**src/led_link_params.svh**
```systemverilog
// Purpose: constants for the LED driver serial command link
// Assumes: included by the device, host and test files of the link
// Notes: edge counts select commands in pairs
`ifndef LED_LINK_PARAMS_SVH
`define LED_LINK_PARAMS_SVH
`define CMD_DATA_LATCH 4'h0
`define CMD_GLOBAL_LATCH 4'h1
`define CMD_READ_CFG 4'h2
`define CMD_ERR_DETECT 4'h3
`define CMD_READ_ERR 4'h4
`define CMD_WRITE_CFG 4'h5
`define CMD_RESET_PWM 4'h6
`define CFG_RESET 16'h02AC
`define CFG_BIT_LOAD 15
`define CFG_BIT_THERM 14
`define CFG_BIT_WIDTH 13
`define CFG_BIT_RSTEN 11
`define HALF_DIV 4'h4
`define ADDR_CTRL 8'h00
`define ADDR_WDATA 8'h04
`define ADDR_STATUS 8'h08
`define ADDR_RDATA 8'h0C
`endif

```
**src/led_link_pkg.sv**
```systemverilog
// Purpose: types for the LED driver serial command link
// Assumes: nothing
// Notes: none
package led_link_pkg;
	typedef enum logic [1:0] {H_IDLE, H_SHIFT, H_STROBE, H_GAP} host_state_t;
endpackage : led_link_pkg

```
**src/led_link_if.sv**
```systemverilog
// Purpose: pins between display controller and LED driver
// Assumes: all pins are single-ended, driven one way
// Notes: none
interface led_link_if;
	logic serial_in;
	logic serial_out;
	logic shift_clock;
	logic strobe_line;
	logic gray_clock_in;
	modport host (output serial_in, output shift_clock, output strobe_line,
		output gray_clock_in, input serial_out);
	modport device (input serial_in, input shift_clock, input strobe_line,
		input gray_clock_in, output serial_out);
endinterface : led_link_if

```
**src/pin_sync.sv**
```systemverilog
// Purpose: two-flop synchroniser for a vector of pins
// Assumes: inputs are asynchronous to pclk
// Notes: none
module pin_sync #(
	parameter int WIDTH = 4
) (
	// Clock and reset
	input wire logic pclk,
	input wire logic presetn,
	// Pins
	input wire logic [WIDTH-1:0] pin_in,
	output logic [WIDTH-1:0] pin_out
);
	logic [WIDTH-1:0] meta_r;
	always_ff @(posedge pclk or negedge presetn) begin
		if (!presetn) begin
			meta_r <= '0;
			pin_out <= '0;
		end else begin
			meta_r <= pin_in;
			pin_out <= meta_r;
		end
	end
endmodule : pin_sync

```
**src/led_driver_device.sv**
```systemverilog
// Function
// - Command runs at strobe fall, by edge count
// - Count 0-1: shift word into next buffer
// - Count 2-3: buffers go to comparators
// - Count 4-5: config word into shift register
// - Count 6-7: start open-circuit detection
// - Count 8-9: error bits into shift register
// - Count 10-11: shift register into config
// - Count 12-13: reset PWM if permitted
// - Bit F zero: fifteen latches, global stores sixteenth
// - Bit F one: sixteen latches plus global
// - Buffers filled MSB first, channel 15 first
// - Sixteen-bit gray value sets PWM duty
// - Detection drives test current, compares threshold
// - Error bit zero means open, one normal
// - Status shifts out while new data enters
// - Host sends read right after detection
// - Detection spans detect fall to read fall
// - Config bit 15 picks loading scheme
// - Config bit 13 picks 16 or 12 bit counter
// - Config bit 11 permits counter reset
//
// Purpose: device end of the LED driver serial command link
// Assumes: analog sink compare arrives as channel_ok, asynchronous
// Notes: pins are sampled by pclk through pin_sync
//
// Local design decisions: the APB register port and the register offsets.
`include "led_link_params.svh"
module led_driver_device #(
	parameter int CHANNELS = 16,
	parameter int WORD = 16
) (
	// Clock and reset
	input wire logic pclk,
	input wire logic presetn,
	// Link
	led_link_if.device link,
	// Analog side
	input wire logic [CHANNELS-1:0] channel_ok,
	input wire logic over_temp,
	output logic [CHANNELS-1:0] current_sink_channels,
	output logic test_current_on,
	output logic [WORD-1:0] config_word
);
	import led_link_pkg::*;

	// ----------------------------------------
	// Pin sampling
	// ----------------------------------------
	logic [3:0] pins_s;
	logic [CHANNELS-1:0] ok_s;
	logic temp_s;
	pin_sync #(.WIDTH(4)) u_pins (
		.pclk(pclk),
		.presetn(presetn),
		.pin_in({link.serial_in, link.shift_clock, link.strobe_line, link.gray_clock_in}),
		.pin_out(pins_s)
	);
	pin_sync #(.WIDTH(CHANNELS)) u_ok (
		.pclk(pclk),
		.presetn(presetn),
		.pin_in(channel_ok),
		.pin_out(ok_s)
	);
	pin_sync #(.WIDTH(1)) u_temp (
		.pclk(pclk),
		.presetn(presetn),
		.pin_in(over_temp),
		.pin_out(temp_s)
	);
	logic din_s, shc_s, stb_s, gry_s;
	assign {din_s, shc_s, stb_s, gry_s} = pins_s;

	// ----------------------------------------
	// State
	// ----------------------------------------
	logic shc_d_r, stb_d_r, gry_d_r;
	logic [WORD-1:0] shift_r, shift_nxt;
	logic [WORD-1:0] cfg_r, cfg_nxt;
	logic [3:0] edges_r, edges_nxt;
	logic [3:0] slot_r, slot_nxt;
	logic [WORD-1:0] buf_r [CHANNELS];
	logic [WORD-1:0] buf_nxt [CHANNELS];
	logic [WORD-1:0] cmp_r [CHANNELS];
	logic [WORD-1:0] cmp_nxt [CHANNELS];
	logic detect_r, detect_nxt;
	logic [WORD-1:0] pwm_r, pwm_nxt;
	logic [CHANNELS-1:0] sink_r, sink_nxt;
	logic dout_r, dout_nxt;

	logic shc_rise, stb_rise, stb_fall, gry_rise;
	logic [3:0] cmd;
	assign shc_rise = shc_s & ~shc_d_r;
	assign stb_rise = stb_s & ~stb_d_r;
	assign stb_fall = ~stb_s & stb_d_r;
	assign gry_rise = gry_s & ~gry_d_r;
	assign cmd = {1'b0, edges_r[3:1]};

	always_comb begin
		shift_nxt = shift_r;
		cfg_nxt = cfg_r;
		edges_nxt = edges_r;
		slot_nxt = slot_r;
		buf_nxt = buf_r;
		cmp_nxt = cmp_r;
		detect_nxt = detect_r;
		pwm_nxt = pwm_r;
		dout_nxt = shift_r[WORD-1];
		cfg_nxt[`CFG_BIT_THERM] = temp_s;
		if (stb_rise) begin
			edges_nxt = 4'h0;
		end else if (shc_rise && stb_s && edges_r != 4'hF) begin
			edges_nxt = edges_r + 4'h1;
		end
		if (shc_rise) begin
			shift_nxt = {shift_r[WORD-2:0], din_s};
		end
		if (gry_rise) begin
			pwm_nxt = pwm_r + 16'h0001;
			if (cfg_r[`CFG_BIT_WIDTH] && pwm_r[11:0] == 12'hFFF) begin
				pwm_nxt = 16'h0000;
			end
		end
		if (stb_fall) begin
			case (cmd)
				`CMD_DATA_LATCH: begin
					buf_nxt[slot_r] = shift_r;
					slot_nxt = slot_r + 4'h1;
				end
				`CMD_GLOBAL_LATCH: begin
					if (!cfg_r[`CFG_BIT_LOAD]) begin
						buf_nxt[slot_r] = shift_r;
					end
					for (int i = 0; i < CHANNELS; i++) begin
						cmp_nxt[CHANNELS-1-i] = cfg_r[`CFG_BIT_LOAD] ? buf_r[i] : buf_nxt[i];
					end
					slot_nxt = 4'h0;
				end
				`CMD_READ_CFG: shift_nxt = cfg_r;
				`CMD_ERR_DETECT: detect_nxt = 1'b1;
				`CMD_READ_ERR: begin
					shift_nxt = ok_s;
					detect_nxt = 1'b0;
				end
				`CMD_WRITE_CFG: begin
					cfg_nxt = shift_r;
					cfg_nxt[`CFG_BIT_THERM] = temp_s;
				end
				`CMD_RESET_PWM: begin
					if (cfg_r[`CFG_BIT_RSTEN]) begin
						pwm_nxt = 16'h0000;
					end
				end
				default: ;
			endcase
		end
	end

	// ----------------------------------------
	// PWM compare
	// ----------------------------------------
	always_comb begin
		for (int c = 0; c < CHANNELS; c++) begin
			if (detect_r) begin
				sink_nxt[c] = 1'b1;
			end else if (cfg_r[`CFG_BIT_WIDTH]) begin
				sink_nxt[c] = pwm_r[11:0] < cmp_r[c][15:4];
			end else begin
				sink_nxt[c] = pwm_r < cmp_r[c];
			end
		end
	end

	always_ff @(posedge pclk or negedge presetn) begin
		if (!presetn) begin
			shc_d_r <= 1'b0;
			stb_d_r <= 1'b0;
			gry_d_r <= 1'b0;
			shift_r <= '0;
			cfg_r <= `CFG_RESET;
			edges_r <= 4'h0;
			slot_r <= 4'h0;
			for (int i = 0; i < CHANNELS; i++) begin
				buf_r[i] <= '0;
				cmp_r[i] <= '0;
			end
			detect_r <= 1'b0;
			pwm_r <= '0;
			sink_r <= '0;
			dout_r <= 1'b0;
		end else begin
			shc_d_r <= shc_s;
			stb_d_r <= stb_s;
			gry_d_r <= gry_s;
			shift_r <= shift_nxt;
			cfg_r <= cfg_nxt;
			edges_r <= edges_nxt;
			slot_r <= slot_nxt;
			buf_r <= buf_nxt;
			cmp_r <= cmp_nxt;
			detect_r <= detect_nxt;
			pwm_r <= pwm_nxt;
			sink_r <= sink_nxt;
			dout_r <= dout_nxt;
		end
	end

	assign link.serial_out = dout_r;
	assign current_sink_channels = sink_r;
	assign test_current_on = detect_r;
	assign config_word = cfg_r;
endmodule : led_driver_device

```
**src/flat_wrapper.sv**
```systemverilog
// flat-port wrapper written by rule: the top's interface ports become plain ports
module led_driver_device_flat import led_link_pkg::*;
#(
	parameter int CHANNELS = 16,
	parameter int WORD = 16
)
  (pclk, presetn, channel_ok, over_temp, current_sink_channels, test_current_on, config_word, link_serial_in, link_shift_clock, link_strobe_line, link_gray_clock_in, link_serial_out);
  led_link_if link_i ();
  input wire logic pclk;
  input wire logic presetn;
  input wire logic [CHANNELS-1:0] channel_ok;
  input wire logic over_temp;
  output logic [CHANNELS-1:0] current_sink_channels;
  output logic test_current_on;
  output logic [WORD-1:0] config_word;
  input wire logic [$bits(link_i.serial_in)-1:0] link_serial_in;
  input wire logic [$bits(link_i.shift_clock)-1:0] link_shift_clock;
  input wire logic [$bits(link_i.strobe_line)-1:0] link_strobe_line;
  input wire logic [$bits(link_i.gray_clock_in)-1:0] link_gray_clock_in;
  output wire logic [$bits(link_i.serial_out)-1:0] link_serial_out;
  assign link_i.serial_in = link_serial_in;
  assign link_i.shift_clock = link_shift_clock;
  assign link_i.strobe_line = link_strobe_line;
  assign link_i.gray_clock_in = link_gray_clock_in;
  assign link_serial_out = link_i.serial_out;
  led_driver_device #(.CHANNELS(CHANNELS), .WORD(WORD)) u_core (.pclk(pclk), .presetn(presetn), .link(link_i), .channel_ok(channel_ok), .over_temp(over_temp), .current_sink_channels(current_sink_channels), .test_current_on(test_current_on), .config_word(config_word));
endmodule
```
**config.mk**
```make
export PLATFORM = sky130hd
export DESIGN_NAME = led_driver_device_flat
export DESIGN_NICKNAME = d
export VERILOG_FILES = /design/src/led_link_pkg.sv /design/src/led_link_if.sv /design/src/pin_sync.sv /design/src/led_driver_device.sv /design/src/flat_wrapper.sv
export VERILOG_INCLUDE_DIRS = /design/src
export SDC_FILE = /design/constraint.sdc
export NUM_CORES = 2
export LEC_CHECK = 0
export BUFFER_PORTS_ARGS = -buffer_cell sky130_fd_sc_hd__buf_2
export CAP_MARGIN = 20
export CORE_MARGIN = 4
export CORE_UTILIZATION = 60
export CTS_BUF_LIST = sky130_fd_sc_hd__clkbuf_4 sky130_fd_sc_hd__clkbuf_8
export DETAILED_ROUTE_END_ITERATION = 10
export PLACE_DENSITY = 0.83
export SETUP_SLACK_MARGIN = 0.3
export SLEW_MARGIN = 20
export SYNTH_ARGS = -nofsm -noshare
export SYNTH_HDL_FRONTEND = slang
export SYNTH_HIERARCHICAL = 1
export SYNTH_SLANG_ARGS = --single-unit
```
**constraint.sdc**
```tcl
create_clock -name pclk -period 3.5 [get_ports pclk]
set_clock_uncertainty 0.15 [all_clocks]
set_input_delay 0.175 -clock pclk [delete_from_list [all_inputs] [get_ports pclk]]
set_output_delay 0.175 -clock pclk [all_outputs]
set_load 0.1 [all_outputs]
```
==> impl_metrics.yaml <==
outcome:
  outcome: "finished clean"
routing:
  number_of_drc_violations_after_detailed_routing_iteration_0: 2353
  route.detailed.wl_per_inst_um: 21.9
  ant_nets: 0
  wirelength_um: 95400
  drt_pre_antenna_iters: 6
  dr_drc_count: 0
  vias_per_cell: 6.20
  dr_vias: 27000
die:
  design.core.area_um2: 59500
  num_io_pins: 57
  die_w_um: 254
  initial_core_util: 0.611
  die-area_um2: 64600
  height_of_the_die_um: 254
  fp-row-count: 89
clock_tree:
  cts_setup_buffers: 0
  insertion_delay_ps: 760
  post_cts_resize_count: 0
  clkSlewWorstSetupHoldPaths_ps: 60
  postCtsHoldBufs: 44
  max-clock-path-buffers: 3
  cts_tree: "done"
  cts-htree-levels: 3
  cts_root_buf: "clkbuf_8"
  numClockSinks: 631
  numCtsBuffers: 103
yosys:
  ys_ff_latch: 631
  syn_avg_cell_area_um2: 10.7
  netlist.top_cell.by_area: "dfrtp_1"
  syn-num-nets: 3843
  synth.top_cell.area_share: 0.431
  ys_top_cells_by_area: "dfrtp_1 (43%), ha_1 (15%), mux2i_1 (7.5%)"
  ys_types: 56
  synth_ff_type: "dfrtp_1"
  synthMostInstantiatedCell: "dfrtp_1"
  yosysWarningCount: 6
  synth_enable_flop_cells: 0
  ys_top_cells_by_count: "dfrtp_1 (626), ha_1 (422), a21oi_1 (377)"
  ys_seq_area_frac: 0.435
  synth_area_um2: 36300
  syn-instance-count: 3398
  asyncSetResetFlopFracSynth: 1.00
power_and_ir_drop:
  intPower_mw: 18.4
  p_sw_mw: 12.0
  power_switching_share: 0.395
  cellLeakagePower_nw: 20.2
  power.share.sequential: 0.401
  power_density_nw_per_um2: 755
  fraction_of_power_consumed_by_the_clock_network: 0.232
  irDropWorstVdd_mv: 0.558
  comb_power_share: 0.367
layout:
  filler_cell_count: 4321
  final_cells: 4356
  drive_above_1_share: 0.187
  design.final.nets: 3940
  syn2layout_area_growth_pct: 11.0
global_route:
  global_route_wire_length_before_repair_um: 150000
  gr-total-overflow: 0
  antenna_violations_before_repair: 1
  globalRouteMet2Util: 0.478
  grt_util_met3: 0.0489
  grt_most_used_layer: "met2"
  grt_start_max_net_pins: 133
  vias_in_the_first_global_route: 27400
  total_global_routing_track_utilization: 0.296
  global_route.usage.met1: 0.395
timing:
  period_minus_slack_ps: 2990
  final-max-slew-violation-count: 0
  report.final.setup_viol: 0
  worst_pin_slew_ps: 1130
  max-slew-margin-rel: 0.247
  count_of_endpoints_failing_hold_in_the_final_timing_report: 0
  totalNegativeSetupSlack_ps: 0
  rsz0062_at_grt: "no"
  timing.final.crit_share: 0.855
  max_freq_mhz: 334
min_path:
  hp-class: "input pin to asynchronous set/reset pin"
placed_design:
  placed_cell_count: 4119
  place.gp.congestion: 0.874
  buffer_ports.inserted: 56
  place_hpwl_um: 59100
setup_path:
  worst-endpoint-required_ps: 3930
  cp.arrival_ps: 3420
  critPathLaunchType: "flop"
  worst_setup_path_end_kind: "flop"
  r2r_cells: 5
  path_max_fanout: 16
  criticalPathCategory: "flop to flop"
job:
  max_cap_viol_count: 0
final timing paths:
kind | end | start | slack [ps]
max | u_core/buf_r[213] | u_core/edges_r[2] | 510
min | u_core/cmp_r[31] | presetn | 40
max reg2reg | u_core/buf_r[213] | u_core/edges_r[2] | 510
min reg2reg | u_core/u_ok/pin_out[15] | u_core/u_ok/meta_r[15] | 190
max in group asynchronous | u_core/cmp_r[164] | presetn | 2610
min in group pclk | u_core/u_ok/pin_out[15] | u_core/u_ok/meta_r[15] | 190
kinds of logic (layout without fill, tap and decap cells):
kind of cell | after synthesis | count (layout) | share of synthesized area
compound gates | 638 | 638 | 0.103
buf+inv | 466 | 650 | 0.0531
other cells | 0 | 1 | 0
mux | 544 | 544 | 0.172
flops | 631 | 631 | 0.435
fa+ha+maj | 422 | 422 | 0.145
xor+xnor | 17 | 17 | 0.00410
simple gates | 680 | 680 | 0.0881
state kept, by name (all words and copies together), names as in the netlist:
name / cells
u_core/shift_r: 16
u_core/config_word: 16
u_core/current_sink_channels: 16
u_core/u_temp/meta_r: 1
u_core/cmp_r: 256
u_core/stb_d_r: 1
u_core/gry_d_r: 1
u_core/u_pins/meta_r: 4
u_core/u_ok/pin_out: 16
u_core/test_current_on: 1
u_core/edges_r: 4
u_core/buf_r: 256
u_core/u_pins/pin_out: 4
u_core/link.serial_out: 1
u_core/pwm_r: 16
u_core/slot_r: 4
u_core/u_ok/meta_r: 16
u_core/shc_d_r: 1
u_core/u_temp/pin_out: 1
layout by cell type (no fill, tap or decap), drive strengths merged, types with 22 or more instances in the layout:
cell type    synthesis  final
dfrtp              626    626
ha                 422    422
a21oi              378    378
nor2               356    356
inv                272    274
mux2i              273    273
mux2               271    271
clkbuf             136    161
buf                 58    143
nand2              117    117
nand4               75     75
o21ai               73     73
dlygate4sd3          0     43
nand3               32     32
nand2b              32     32
a211oi              30     30
a2111oi             28     28
o211ai              22     22
a21o                22     22
clkinv               0     22
power groups by stage:
stage	sequential, mW	combinational [mW]	clock (mW)
2_1_floorplan	10.9	8.50	0
3_3_place_gp	12.1	10.2	0
3_5_place_dp	12.2	10.8	0
4_1_cts	12.1	11.0	7.17
5_1_grt	12.4	12.6	7.51
6_report	12.2	11.2	7.08
routing by layer:
layer  wire, um  share of wire
met1      39300           0.41
met2      44400           0.47
met3       6910          0.072
met4       4730          0.050
met5          0              0
area by class of cell:
class	instances	area (um^2)	area share
Clock buffer	161	2000	0.0495
Inverter	272	1020	0.0253
Timing Repair Buffer	186	1610	0.0398
Antenna cell	1	2.50	0.0000620
Tap cell	773	967	0.0240
Multi-Input combinational cell	2301	18600	0.462
Sequential cell	631	15800	0.392
Clock inverter	31	309	0.00766
through the flow:
| step | total power [mW] | util | setup WS (ps) | cell area (um^2) | hold WS, ps |
|---|---|---|---|---|---|
| after global placement | 22.3 | 0.632 | 672 | 37600 | 46.5 |
| after global routing | 32.5 | 0.679 | 525 | 40400 | 31.4 |
| after floorplan | 19.4 | - | 951 | 36300 | -271 |
| after CTS | 30.3 | 0.679 | 587 | 40400 | 6.49 |
| after detailed placement | 23.0 | 0.632 | 615 | 37600 | 46.8 |
| final | 30.5 | 0.679 | 506 | 40400 | 43.7 |
worst max-delay path, stage by stage (launching register included):
cell and delay, ps:
dfrtp_1 520, or4b_4 640, a21oi_2 190, and2_1 650, nand2_4 330, mux2_4 380
Power figures use the tool's default switching activity.
